File: config.mk
export PLATFORM = sky130hd
export DESIGN_NAME = mbpm_pin_ctrl
export DESIGN_NICKNAME = d
export VERILOG_FILES = /design/src/verilog/mbpm_pkg.sv /design/src/verilog/mbpm_pin_ctrl.sv /design/src/verilog/mbpm_mode_sel.sv /design/src/verilog/mbpm_change_det.sv
export SDC_FILE = /design/constraint.sdc
export NUM_CORES = 1
export LEC_CHECK = 0
export BUFFER_PORTS_ARGS = -buffer_cell sky130_fd_sc_hd__clkbuf_2
export CORE_MARGIN = 2
export CORE_UTILIZATION = 46
export DETAILED_ROUTE_END_ITERATION = 8
export PLACE_DENSITY = 0.8
export SLEW_MARGIN = 20
export SYNTH_ARGS = -nofsm -noshare
export SYNTH_HDL_FRONTEND = slang
export SYNTH_SLANG_ARGS = --single-unit
File: constraint.sdc
create_clock -name clk_sys_in -period 2.14 [get_ports clk_sys_in]
set_input_delay 0 -clock clk_sys_in [delete_from_list [all_inputs] [get_ports clk_sys_in]]
set_output_delay 0 -clock clk_sys_in [all_outputs]
set_load 0.005 [all_outputs]
File: src/verilog/mbpm_pkg.sv
package mbpm_pkg;

	localparam int MBPM_PORT_W = 8;

	// Three-level mode strap encoding
	localparam logic [1:0] MBPM_STRAP_LOW = 2'h0;
	localparam logic [1:0] MBPM_STRAP_HIGH = 2'h1;
	localparam logic [1:0] MBPM_STRAP_OPEN = 2'h2;

	// Reset values
	localparam logic [7:0] MBPM_GPIO_RST = 8'hff;
	localparam logic [7:0] MBPM_HI_SFR_RST = 8'hff;
	localparam logic MBPM_STROBE_IDLE = 1'h1;

	typedef enum logic [2:0] {
		MBPM_PIN_RESET,
		MBPM_PIN_SHUTDOWN,
		MBPM_PIN_EMUL,
		MBPM_PIN_QUIET,
		MBPM_PIN_NORMAL
	} mbpm_pin_mode_t;

	// One pin as seen by the pad: level, strong drive, weak pull-up
	typedef struct packed {
		logic level;
		logic strong_oe;
		logic weak_pu;
	} mbpm_pad_t;

	// Bus cycle request from the core
	typedef struct packed {
		logic addr_phase;
		logic data_drive;
		logic fetch;
		logic dptr_access;
		logic ri_access;
		logic rd_strobe;
		logic wr_strobe;
		logic prog_strobe;
		logic [15:0] addr;
		logic [7:0] wdata;
	} mbpm_bus_req_t;

endpackage : mbpm_pkg

File: src/verilog/mbpm_pin_ctrl.sv
`timescale 1ns/1ns
`default_nettype none
module mbpm_pin_ctrl
	import mbpm_pkg::*;
#(
	parameter int PORT_W = MBPM_PORT_W
) (
	input wire logic clk_sys_in,
	input wire logic arst_n_in,
	input wire logic core_rst_in,
	input wire logic [1:0] mode_strap_in,
	input wire logic shutdown_in,
	input wire logic quiet_in,
	input wire mbpm_bus_req_t bus_req_in,
	input wire logic decode_a_hit_in,
	input wire logic decode_b_hit_in,
	input wire logic decode_c_hit_in,
	input wire logic core_clk_sel_in,
	input wire logic core_clk_in,
	input wire logic emu_int_a_in,
	input wire logic emu_int_b_in,
	input wire logic [PORT_W-1:0] gpio_sfr_in,
	input wire logic [PORT_W-1:0] hi_sfr_in,
	input wire logic [PORT_W-1:0] gpio_pu_dis_in,
	input wire logic [PORT_W-1:0] hi_pu_dis_in,
	input wire logic [PORT_W-1:0] gpio_chg_en_in,
	input wire logic [PORT_W-1:0] low_addr_data_port_in,
	input wire logic [PORT_W-1:0] general_io_port_in,
	input wire logic latch_strobe_in,
	input wire logic rd_strobe_n_in,
	input wire logic wr_strobe_n_in,
	output logic [PORT_W-1:0] low_addr_data_port_out,
	output logic [PORT_W-1:0] low_addr_data_port_oe_out,
	output logic [PORT_W-1:0] low_addr_data_port_pu_out,
	output logic [PORT_W-1:0] high_addr_port_out,
	output logic [PORT_W-1:0] high_addr_port_oe_out,
	output logic [PORT_W-1:0] high_addr_port_pu_out,
	output logic [PORT_W-1:0] general_io_port_out,
	output logic [PORT_W-1:0] general_io_port_oe_out,
	output logic [PORT_W-1:0] general_io_port_pu_out,
	output logic [PORT_W-1:0] gpio_change_out,
	output logic latch_strobe_out,
	output logic latch_strobe_oe_out,
	output logic rd_strobe_n_out,
	output logic rd_strobe_n_oe_out,
	output logic wr_strobe_n_out,
	output logic wr_strobe_n_oe_out,
	output logic prog_strobe_n_out,
	output logic prog_strobe_n_oe_out,
	output logic prog_strobe_n_pu_out,
	output logic select_decode_a_out,
	output logic select_decode_b_out,
	output logic select_c_or_core_clock_pin_out,
	output logic emul_mode_out,
	output logic ext_bus_enable_out,
	output logic emu_rd_out,
	output logic emu_wr_out,
	output logic emu_latch_out
);

	mbpm_pin_mode_t mode;
	logic emul_sel;
	logic [PORT_W-1:0] chg;
	logic ext_ok;
	logic [PORT_W-1:0] low_last_r;
	logic [PORT_W-1:0] low_drv_nxt;
	logic [PORT_W-1:0] hi_drv_nxt;

	////////////////////////////////////////////////////////////////////////
	// Mode selection and change detection

	mbpm_mode_sel u_mode (
		.clk_sys_in(clk_sys_in),
		.arst_n_in(arst_n_in),
		.core_rst_in(core_rst_in),
		.mode_strap_in(mode_strap_in),
		.shutdown_in(shutdown_in),
		.quiet_in(quiet_in),
		.emul_sel_out(emul_sel),
		.mode_out(mode)
	);

	mbpm_change_det #(.WIDTH(PORT_W)) u_chg (
		.clk_sys_in(clk_sys_in),
		.arst_n_in(arst_n_in),
		.level_in(general_io_port_in),
		.enable_in(gpio_chg_en_in),
		.change_out(chg)
	);

	assign ext_ok = (mode == MBPM_PIN_NORMAL);

	always_comb begin
		if (bus_req_in.addr_phase) begin
			low_drv_nxt = bus_req_in.addr[7:0];
		end else begin
			low_drv_nxt = bus_req_in.wdata;
		end
		if (bus_req_in.ri_access) begin
			hi_drv_nxt = hi_sfr_in;
		end else begin
			hi_drv_nxt = bus_req_in.addr[15:8];
		end
	end

	////////////////////////////////////////////////////////////////////////
	// Low port: remembers last driven level for shutdown

	always_ff @(posedge clk_sys_in or negedge arst_n_in) begin
		if (!arst_n_in) begin
			low_last_r <= '1;
		end else if (ext_ok && (bus_req_in.addr_phase ||
			bus_req_in.data_drive)) begin
			low_last_r <= low_drv_nxt;
		end
	end

	always_ff @(posedge clk_sys_in or negedge arst_n_in) begin
		if (!arst_n_in) begin
			low_addr_data_port_out <= '1;
			low_addr_data_port_oe_out <= '0;
			low_addr_data_port_pu_out <= '1;
		end else begin
			unique case (mode)
			MBPM_PIN_RESET: begin
				low_addr_data_port_out <= '1;
				low_addr_data_port_oe_out <= '0;
				low_addr_data_port_pu_out <= '1;
			end
			MBPM_PIN_SHUTDOWN: begin
				// Zeros held strongly, ones held by pull-up only
				low_addr_data_port_out <= low_last_r;
				low_addr_data_port_oe_out <= ~low_last_r;
				low_addr_data_port_pu_out <= low_last_r;
			end
			MBPM_PIN_EMUL, MBPM_PIN_QUIET: begin
				low_addr_data_port_out <= '0;
				low_addr_data_port_oe_out <= '0;
				low_addr_data_port_pu_out <= '0;
			end
			MBPM_PIN_NORMAL: begin
				low_addr_data_port_out <= low_drv_nxt;
				low_addr_data_port_oe_out <= {PORT_W{bus_req_in.addr_phase ||
					bus_req_in.data_drive}};
				low_addr_data_port_pu_out <= '0;
			end
			endcase
		end
	end

	////////////////////////////////////////////////////////////////////////
	// High port

	always_ff @(posedge clk_sys_in or negedge arst_n_in) begin
		if (!arst_n_in) begin
			high_addr_port_out <= '1;
			high_addr_port_oe_out <= '0;
			high_addr_port_pu_out <= '1;
		end else begin
			unique case (mode)
			MBPM_PIN_RESET, MBPM_PIN_SHUTDOWN: begin
				high_addr_port_out <= '1;
				high_addr_port_oe_out <= '0;
				high_addr_port_pu_out <= ~hi_pu_dis_in;
			end
			MBPM_PIN_EMUL, MBPM_PIN_QUIET: begin
				high_addr_port_out <= '0;
				high_addr_port_oe_out <= '0;
				high_addr_port_pu_out <= '0;
			end
			MBPM_PIN_NORMAL: begin
				if (bus_req_in.fetch || bus_req_in.dptr_access ||
					bus_req_in.ri_access) begin
					high_addr_port_out <= hi_drv_nxt;
					high_addr_port_oe_out <= '1;
				end else begin
					high_addr_port_out <= hi_sfr_in;
					high_addr_port_oe_out <= ~hi_sfr_in;
				end
				high_addr_port_pu_out <= ~hi_pu_dis_in;
			end
			endcase
		end
	end

	////////////////////////////////////////////////////////////////////////
	// General port

	always_ff @(posedge clk_sys_in or negedge arst_n_in) begin
		if (!arst_n_in) begin
			general_io_port_out <= MBPM_GPIO_RST;
			general_io_port_oe_out <= '0;
			general_io_port_pu_out <= '1;
		end else begin
			unique case (mode)
			MBPM_PIN_RESET: begin
				general_io_port_out <= MBPM_GPIO_RST;
				general_io_port_oe_out <= '0;
				general_io_port_pu_out <= '1;
			end
			MBPM_PIN_EMUL: begin
				general_io_port_out <= '0;
				general_io_port_oe_out <= '0;
				general_io_port_pu_out <= '0;
			end
			// Shutdown keeps the programmed values as in normal running
			MBPM_PIN_SHUTDOWN, MBPM_PIN_QUIET, MBPM_PIN_NORMAL: begin
				general_io_port_out <= gpio_sfr_in;
				general_io_port_oe_out <= ~gpio_sfr_in;
				general_io_port_pu_out <= gpio_sfr_in &
					~gpio_pu_dis_in;
			end
			endcase
		end
	end

	always_ff @(posedge clk_sys_in or negedge arst_n_in) begin
		if (!arst_n_in) begin
			gpio_change_out <= '0;
		end else begin
			gpio_change_out <= chg;
		end
	end

	////////////////////////////////////////////////////////////////////////
	// Strobes and select pins

	always_ff @(posedge clk_sys_in or negedge arst_n_in) begin
		if (!arst_n_in) begin
			latch_strobe_out <= 1'b0;
			latch_strobe_oe_out <= 1'b0;
			rd_strobe_n_out <= MBPM_STROBE_IDLE;
			rd_strobe_n_oe_out <= 1'b0;
			wr_strobe_n_out <= MBPM_STROBE_IDLE;
			wr_strobe_n_oe_out <= 1'b0;
			prog_strobe_n_out <= MBPM_STROBE_IDLE;
			prog_strobe_n_oe_out <= 1'b0;
			prog_strobe_n_pu_out <= 1'b1;
		end else begin
			latch_strobe_out <= ext_ok && bus_req_in.addr_phase;
			latch_strobe_oe_out <= (mode != MBPM_PIN_EMUL) &&
				(mode != MBPM_PIN_QUIET);
			rd_strobe_n_out <= !(ext_ok && bus_req_in.rd_strobe);
			wr_strobe_n_out <= !(ext_ok && bus_req_in.wr_strobe);
			rd_strobe_n_oe_out <= ext_ok;
			wr_strobe_n_oe_out <= ext_ok;
			prog_strobe_n_out <= !(ext_ok && bus_req_in.prog_strobe);
			prog_strobe_n_oe_out <= (mode == MBPM_PIN_NORMAL) ||
				(mode == MBPM_PIN_QUIET);
			prog_strobe_n_pu_out <= (mode != MBPM_PIN_EMUL);
		end
	end

	always_ff @(posedge clk_sys_in or negedge arst_n_in) begin
		if (!arst_n_in) begin
			select_decode_a_out <= 1'b1;
			select_decode_b_out <= 1'b1;
			select_c_or_core_clock_pin_out <= 1'b1;
		end else begin
			if (emul_sel) begin
				select_decode_a_out <= emu_int_a_in;
				select_decode_b_out <= emu_int_b_in;
			end else begin
				select_decode_a_out <= !decode_a_hit_in;
				select_decode_b_out <= !decode_b_hit_in;
			end
			if (core_clk_sel_in || emul_sel) begin
				select_c_or_core_clock_pin_out <= core_clk_in;
			end else begin
				select_c_or_core_clock_pin_out <= !decode_c_hit_in;
			end
		end
	end

	////////////////////////////////////////////////////////////////////////
	// Emulator access inputs toward the core

	always_ff @(posedge clk_sys_in or negedge arst_n_in) begin
		if (!arst_n_in) begin
			emul_mode_out <= 1'b0;
			ext_bus_enable_out <= 1'b0;
			emu_rd_out <= 1'b0;
			emu_wr_out <= 1'b0;
			emu_latch_out <= 1'b0;
		end else begin
			emul_mode_out <= emul_sel;
			ext_bus_enable_out <= ext_ok;
			emu_rd_out <= (mode == MBPM_PIN_EMUL) && !rd_strobe_n_in;
			emu_wr_out <= (mode == MBPM_PIN_EMUL) && !wr_strobe_n_in;
			emu_latch_out <= (mode == MBPM_PIN_EMUL) && latch_strobe_in;
		end
	end

	////////////////////////////////////////////////////////////////////////
	// Checks

	a_quiet_bus_off: assert property (@(posedge clk_sys_in)
		disable iff (!arst_n_in)
		(mode == MBPM_PIN_QUIET) |=> (!rd_strobe_n_oe_out &&
		!wr_strobe_n_oe_out && high_addr_port_oe_out == '0))
		else $error("bus driven in quiet mode");

	a_emul_float: assert property (@(posedge clk_sys_in)
		disable iff (!arst_n_in)
		(mode == MBPM_PIN_EMUL) |=> (low_addr_data_port_oe_out == '0 &&
		general_io_port_oe_out == '0 && !prog_strobe_n_oe_out))
		else $error("pins driven in emulation");

	a_reset_weak_hi: assert property (@(posedge clk_sys_in)
		disable iff (!arst_n_in)
		core_rst_in |=> (general_io_port_pu_out == '1 &&
		low_addr_data_port_pu_out == '1))
		else $error("ports not weak high in reset");

	a_latch_addr: assert property (@(posedge clk_sys_in)
		disable iff (!arst_n_in)
		(ext_ok && bus_req_in.addr_phase) |=> (latch_strobe_out &&
		low_addr_data_port_out == $past(bus_req_in.addr[7:0])))
		else $error("latch strobe without address");

	a_sel_a_decode: assert property (@(posedge clk_sys_in)
		disable iff (!arst_n_in)
		(!emul_sel && decode_a_hit_in) |=> !select_decode_a_out)
		else $error("decode a not low");

	a_sel_b_int: assert property (@(posedge clk_sys_in)
		disable iff (!arst_n_in)
		emul_sel |=> (select_decode_b_out == $past(emu_int_b_in)))
		else $error("interrupt b not passed");

	a_ri_high_sfr: assert property (@(posedge clk_sys_in)
		disable iff (!arst_n_in)
		(ext_ok && bus_req_in.ri_access) |=>
		(high_addr_port_out == $past(hi_sfr_in)))
		else $error("high port not register value");

	a_wr_strobe: assert property (@(posedge clk_sys_in)
		disable iff (!arst_n_in)
		(ext_ok && bus_req_in.wr_strobe) |=> (!wr_strobe_n_out &&
		wr_strobe_n_oe_out))
		else $error("write strobe missing");

	a_pu_disable: assert property (@(posedge clk_sys_in)
		disable iff (!arst_n_in)
		(mode == MBPM_PIN_NORMAL && gpio_pu_dis_in[0]) |=>
		!general_io_port_pu_out[0])
		else $error("pull-up not disabled");

endmodule : mbpm_pin_ctrl
`default_nettype wire

File: src/verilog/mbpm_mode_sel.sv
`timescale 1ns/1ns
`default_nettype none
module mbpm_mode_sel
	import mbpm_pkg::*;
(
	input wire logic clk_sys_in,
	input wire logic arst_n_in,
	input wire logic core_rst_in,
	input wire logic [1:0] mode_strap_in,
	input wire logic shutdown_in,
	input wire logic quiet_in,
	output logic emul_sel_out,
	output mbpm_pin_mode_t mode_out
);

	logic emul_r;

	// Strap is sampled on every clock while reset is held, last sample kept
	always_ff @(posedge clk_sys_in or negedge arst_n_in) begin
		if (!arst_n_in) begin
			emul_r <= 1'b0;
		end else if (core_rst_in) begin
			emul_r <= (mode_strap_in == MBPM_STRAP_LOW);
		end
	end

	assign emul_sel_out = emul_r;

	always_comb begin
		if (core_rst_in) begin
			mode_out = MBPM_PIN_RESET;
		end else if (shutdown_in) begin
			mode_out = MBPM_PIN_SHUTDOWN;
		end else if (emul_r) begin
			mode_out = MBPM_PIN_EMUL;
		end else if (quiet_in) begin
			mode_out = MBPM_PIN_QUIET;
		end else begin
			mode_out = MBPM_PIN_NORMAL;
		end
	end

endmodule : mbpm_mode_sel
`default_nettype wire

File: src/verilog/mbpm_change_det.sv
`timescale 1ns/1ns
`default_nettype none
module mbpm_change_det
	import mbpm_pkg::*;
#(
	parameter int WIDTH = MBPM_PORT_W
) (
	input wire logic clk_sys_in,
	input wire logic arst_n_in,
	input wire logic [WIDTH-1:0] level_in,
	input wire logic [WIDTH-1:0] enable_in,
	output logic [WIDTH-1:0] change_out
);

	logic [WIDTH-1:0] last_r;
	logic [WIDTH-1:0] change_r;

	genvar gi;
	generate
		for (gi = 0; gi < WIDTH; gi++) begin : g_bit
			always_ff @(posedge clk_sys_in or negedge arst_n_in) begin
				if (!arst_n_in) begin
					last_r[gi] <= 1'b1;
					change_r[gi] <= 1'b0;
				end else begin
					last_r[gi] <= level_in[gi];
					change_r[gi] <= enable_in[gi] &&
						(level_in[gi] != last_r[gi]);
				end
			end
		end
	endgenerate

	assign change_out = change_r;

	a_change_pulse: assert property (@(posedge clk_sys_in)
		disable iff (!arst_n_in)
		(enable_in[0] && $changed(level_in[0])) |=> change_out[0])
		else $error("port change not flagged");

endmodule : mbpm_change_det
`default_nettype wire

==> After elaboration in Yosys (flattened, before gate mapping) <==
Cells that the tools add are included.
{ "totals": {"output_inout_bits": 97, "regBits": 120, "inputBits": 105} }
{ "classes": {"n_reduce_logical": 40, "muxes": 20, "eq_ne": 14, "bitwise": 6} }
{ "ops": {"columns": ["cell", "n"], "rows": [
  ["one-hot mux 8 bit (3 select lines)", 5],
  ["one-hot mux 8 bit (2 select lines)", 3],
  ["inverter 8 bit", 5],
  ["2-to-1 mux 8 bit", 4],
  ["one-hot mux 8 bit (4 select lines)", 1],
  ["logical AND 1 bit", 17],
  ["2-to-1 mux 3 bit", 4],
  ["OR reduction 3 bit", 4],
  ["AND 8 bit", 1],
  ["zero test 1 bit", 8],
  ["inequality test 1 bit", 8],
  ["== test 3 x 2 -> 1 bit (second input constant)", 2],
  ["inequality test 3 x 2 -> 1 bit (second input constant)", 2],
  ["OR reduction 2 bit", 3],
  ["logical OR 1 bit", 5],
  ["OR reduction 4 bit", 1],
  ["== test 3 x 1 -> 1 bit (second input constant)", 1],
  ["== test 3 bit (second input constant)", 1],
  ["zero test 3 bit", 1],
  ["2-to-1 mux 1 bit", 3],
  ["zero test 2 bit", 1]
]} }

==> Logic depth before layout (Yosys ltp) <==
{ "logic_depth": {"depth_word": 7, "mapped_depth": 6, "depth_no_buf": 4} }

==> By module <==
Synthesis repeated with hierarchy kept, for this count alone.
{ "unflattened": {"hier_cells": 324, "hier_area_um2": 4287.9} }
{ "modules_own_cells": {"columns": ["mod", "area_each_um2", "instances", "cells_per_inst"], "rows": [
  ["mbpm_pin_ctrl", 3687.3, 1, 283],
  ["mbpm_change_det", 530.5, 1, 32],
  ["mbpm_mode_sel", 70.1, 1, 9]
]} }

==> Least setup slack after synthesis <==
OpenSTA, ideal clock, no wires.
{ "synth_path": {"path_type": "register to register", "startpoint": "register u_mode.emul_r, in the netlist u_mode.emul_sel_out", "endpoint": "register low_addr_data_port_oe_out[0]", "setup_time_ns": 0.082, "path_stages_with_launch": 6, "n_path_buf": 2, "path_slack_ns": 0.592, "arrival_ns": 1.467, "t_required_ns": 2.058, "synth_period_minus_slack_ns": 1.548, "cell_sequence": "dfrtp_1 or4_1 buf_2 buf_6 o21ai_1 nor3b_2"} }
{ "synth_via": {"elab_chain_cells": 6} }
{ "synth_lines": {"columns": ["element", "line_no", "rtl"], "rows": [
  ["start, declared", "mbpm_mode_sel.sv:16", "logic emul_r;"],
  ["start signal, assigned", "mbpm_mode_sel.sv:23", "emul_r <= (mode_strap_in == MBPM_STRAP_LOW);"],
  ["2-to-1 mux 3 bit *", "mbpm_mode_sel.sv:34", "end else if (emul_r) begin"],
  ["2-to-1 mux 3 bit *", "mbpm_mode_sel.sv:32", "end else if (shutdown_in) begin"],
  ["2-to-1 mux 3 bit *", "mbpm_mode_sel.sv:30", "if (core_rst_in) begin"],
  ["== test 3 x 2 -> 1 bit / zero test 3 bit (equally long branches)", "mbpm_pin_ctrl.sv:124", "unique case (mode)"],
  ["OR reduction 3 bit (no line)", null, null],
  ["one-hot mux 8 bit (3 select lines) *", "mbpm_pin_ctrl.sv:124", null],
  ["end signal, assigned", "mbpm_pin_ctrl.sv:133", "low_addr_data_port_oe_out <= ~low_last_r;"],
  ["end signal, assigned", "mbpm_pin_ctrl.sv:143", "low_addr_data_port_oe_out <= {PORT_W{bus_req_in.addr_phase ||"],
  ["end, declared", "mbpm_pin_ctrl.sv:33", "output logic [PORT_W-1:0] low_addr_data_port_oe_out,"]
]} }
Mark *: on every way between the ends. The rest lies on a longest branch, timed or not.
A chain may end at the register's enable or synchronous reset.

==> Worst setup path in the final report <==
{ "layout_path": {"startpoint": "register u_mode.emul_r, in the netlist u_mode.emul_sel_out", "endpoint": "register low_last_r[7]"} }
{ "layout_via": {"elab_chain_cells": 5} }
{ "layout_lines": {"columns": ["element", "line_no", "rtl"], "rows": [
  ["2-to-1 mux 3 bit", "mbpm_mode_sel.sv:34", null],
  ["2-to-1 mux 3 bit", "mbpm_mode_sel.sv:32", null],
  ["2-to-1 mux 3 bit", "mbpm_mode_sel.sv:30", null],
  ["== test 3 bit", "mbpm_pin_ctrl.sv:91", "assign ext_ok = (mode == MBPM_PIN_NORMAL);"],
  ["logical AND 1 bit", "mbpm_pin_ctrl.sv:112", "end else if (ext_ok && (bus_req_in.addr_phase ||"],
  ["end signal, assigned", "mbpm_pin_ctrl.sv:114", "low_last_r <= low_drv_nxt;"],
  ["end, declared", "mbpm_pin_ctrl.sv:65", "logic [PORT_W-1:0] low_last_r;"]
]} }
No other way between the ends.

==> qor.csv <==
stage;metric;value;unit
clocking;TritonCTS buffer count;17;
timing;number of hold violations in the final report;0;
timing;final critical-path required period;2.01;ns
timing;tightest slew margin relative to the limit;0.372;
global_route;antenna violations before repair;0;
place;number of buffer cells added on primary ports;193;
detailed_routing;number of vias in the routed layout;3521;
layout;share of cells above drive strength 1;0.493;
synth;cell count after synthesis;300;
global_route;global route overflow;0;
flow_run;number of violations of the max-capacitance limit;0;
synth;fraction of synthesized cell area taken by the top area cell type;0.446;
layout;area of all placed cells without fillers;6910;um^2
critical_path;Worst Setup Start Kind;flop;
detailed_routing;detailed-route wire length;12.1;mm
synth;leading cell types by total area after synthesis;sky130_fd_sc_hd__dfstp_2 45%, sky130_fd_sc_hd__dfrtp_1 29%, sky130_fd_sc_hd__mux2i_1 3.8%;
floorplan;effective utilization at floorplan;0.478;
synth;commonest cells in the synthesized netlist;71 x sky130_fd_sc_hd__dfstp_2, 49 x sky130_fd_sc_hd__dfrtp_1, 26 x sky130_fd_sc_hd__nor2_1, 24 x sky130_fd_sc_hd__o21ai_1;
pwr;Leak;3.42;nW
pwr;power density over the cells;835;nW/um^2
floorplan;die area;9880;um^2
floorplan;number of top-level pins;202;
global_route;wire length of the first global-routing pass;19.4;mm
layout;Area Growth Syn to Fin;65.0;%
pwr;Worst VDD drop;0.546;mV
global_route;global-route usage over all layers;0.256;
timing;minimum hold slack;0.157;ns
place;cell area reported after detailed placement;5280;um^2
global_route;via count of the first global-routing pass;3991;
timing;RSZ-0062 raised after global routing;no;
detailed_routing;post-DR wirelength/cell;16.5;um
synth;share of synthesized area occupied by flip-flops and latches;0.738;
synth;Synth async-reset ratio;1.00;
synth;library cell occupying the most area in the post-synthesis netlist;sky130_fd_sc_hd__dfstp_2;
place;weighted congestion reported at the end of routability-driven placement;0.792;
floorplan;floorplan row count;34;
synth;synthesized cell area;4190;um^2
layout;filler-free cell count of the finished design;735;
clocking;clock tree sinks;120;
place;Detail Placement HPWL;7.15;mm
critical_path;Setup Crit Path Kind;flop to flop;
global_route;pin count of the biggest net entering global routing;43;
timing;transition time of the tightest slew-check pin;0.935;ns
synth;number of enable flip-flop cells after synthesis;0;
clocking;clock transition time at the flip-flop clock pins of the worst setup and hold paths;0.06;ns
clocking;Root Buffer Master;sky130_fd_sc_hd__clkbuf_8;
clocking;Skew-Pair Late Insertion Delay;0.49;ns
floorplan;die extent in x;99.4;um
synth;most used flip-flop cell after synthesis;sky130_fd_sc_hd__dfstp_2;
detailed_routing;post-detailed-route count of antenna-violating nets;0;
timing;maximum clock skew at final layout;0.00793;ns
clocking;level count of the clock H-tree;4;
timing;total negative setup slack;0;ns
layout;Filler Cell Count;521;
synth;#FFs+latches synth;120;
detailed_routing;DRC violation count after routing;0;
detailed_routing;vias per inst;4.79;
timing;final count of pins violating max slew;0;
layout;sequential standard cell area;3090;um^2
critical_path;data required time at the worst endpoint;2.55;ns
timing;post-route worst setup slack;0.133;ns
detailed_routing;starting DRC count in detailed routing;112;
status;status;finished, final reports clean;
synth;Yosys warning total;0;
place;worst slack at placement;0.411;ns
clocking;TritonCTS clock tree;yes;
pwr;power consumption;5.77;mW
synth;syn nets;405;
layout;multi-input gate area in the final layout;1000;um^2
timing;maximum frequency from static timing analysis;498;MHz
timing;count of final setup violators;0;
critical_path;data arrival at the endpoint of the critical path;2.42;ns
place;placed instance count;593;
layout;nets;720;
clocking;clock tree buffer depth;2;
floorplan;Floorplan Core Area;8760;um^2
detailed_routing;Initial DRT Pass Iterations;4;
timing;final worst-path cycle share;0.938;
layout;utilization after layout;0.788;
hold_path;hold crit path type;primary input to flop;
critical_path;crit path capture type;flop;
critical_path;CP max FO;24;
layout;antenna diode count;0;
synth;number of unique standard cell types used by synthesis;30;
synth;Synth Area per Inst;14.0;um^2
synth;cell with the most instances after synthesis;sky130_fd_sc_hd__dfstp_2;
floorplan;die boundary height;99.4;um
-- worst paths after layout --
| check | start | slack, ns | to | cells past startpoint |
|---|---|---|---|---|
| setup reg to reg | u_mode.emul_sel_out$_DFFE_PN0P_ | 0.13 | low_last_r[7]$_DFFE_PN1P_ | 5 |
| setup / recovery | u_mode.emul_sel_out$_DFFE_PN0P_ | 0.13 | low_last_r[7]$_DFFE_PN1P_ | 5 |
| hold reg to reg | u_chg.change_out[2]$_DFF_PN0_ | 0.35 | gpio_change_out[2]$_DFF_PN0_ | 0 |
| hold / removal | hi_pu_dis_in[5] | 0.16 | high_addr_port_pu_out[5]$_DFF_PN1_ | 3 |
| max in group asynchronous | arst_n_in | 0.80 | low_addr_data_port_oe_out[0]$_DFF_PN0_ | 3 |
| min in group asynchronous | arst_n_in | 0.18 | u_chg.last_r[3]$_DFF_PN1_ | 2 |
-- placed cells by master, fill, tap and decap left out, types with 9 or more instances in the layout --
cell type / instances
sky130_fd_sc_hd__a21oi_1: 16
sky130_fd_sc_hd__dlygate4sd3_1: 110
sky130_fd_sc_hd__dfrtp_1: 49
sky130_fd_sc_hd__clkbuf_2: 192
sky130_fd_sc_hd__and2_1: 9
sky130_fd_sc_hd__o21bai_1: 13
sky130_fd_sc_hd__o21ai_1: 24
sky130_fd_sc_hd__mux2i_1: 16
sky130_fd_sc_hd__nand2_1: 11
sky130_fd_sc_hd__dfstp_2: 71
sky130_fd_sc_hd__nor2_1: 26
sky130_fd_sc_hd__clkbuf_16: 16
-- where the power goes --
group	total, mW	switching, mW	leakage, nW	internal [mW]
Combinational	0.763	0.348	1.78	0.415
Clock	2.39	0.930	0.246	1.46
Sequential	2.61	0.0671	1.39	2.55
-- kinds of logic after synthesis --
| kind of cell | Yosys count | share of synthesized area |
|---|---|---|
| compound gates | 67 | 0.0956 |
| xor+xnor | 8 | 0.0167 |
| buf+inv | 21 | 0.0236 |
| flops | 120 | 0.738 |
| mux | 17 | 0.0409 |
| simple gates | 67 | 0.0846 |
-- per-layer routing --
| layer | share of wire | track usage | vias to the layer above | routed length, um |
|---|---|---|---|---|
| li1 | - | - | 1626 | - |
| met1 | 0.39 | 0.295 | 1716 | 4720 |
| met2 | 0.52 | 0.449 | 159 | 6360 |
| met3 | 0.070 | 0.0850 | 20 | 848 |
| met4 | 0.016 | 0.0906 | 0 | 199 |
| met5 | 0 | 0 | - | 0 |
-- what timing repair did --
action | 4_1_cts | 5_1_grt
hold endpoints to repair | 167 | 0
gates resized for setup | 0 | 3
setup endpoints to repair | 0 | 1
setup buffers | 0 | 1
hold buffers | 110 | 0
-- critical path: stages, from the launching register on --
cell	delay (ns)
sky130_fd_sc_hd__dfrtp_1	0.37
sky130_fd_sc_hd__or4_4	0.54
sky130_fd_sc_hd__buf_6	0.20
sky130_fd_sc_hd__o21ai_1	0.16
sky130_fd_sc_hd__o21ai_1	0.09
sky130_fd_sc_hd__dlygate4sd3_1	0.57
-- registers in the layout, summed over array words and instances, names as in the netlist, 8 cells and up --
name,flops
general_io_port_out,8
gpio_change_out,8
u_chg.change_out,8
general_io_port_oe_out,8
high_addr_port_pu_out,8
low_addr_data_port_out,8
u_chg.last_r,8
low_last_r,8
high_addr_port_out,8
high_addr_port_oe_out,8
general_io_port_pu_out,8
low_addr_data_port_pu_out,8
low_addr_data_port_oe_out,8
-- final cells by class --
type / count / area share
multi-input combinational: 159 / 0.145
clock inverter: 9 / 0.00761
sequential: 120 / 0.448
inverter: 5 / 0.00272
clock buffer: 22 / 0.0656
timing repair buffer: 312 / 0.312
tap: 108 / 0.0196
No activity file was read; power rests on OpenSTA's default activity.
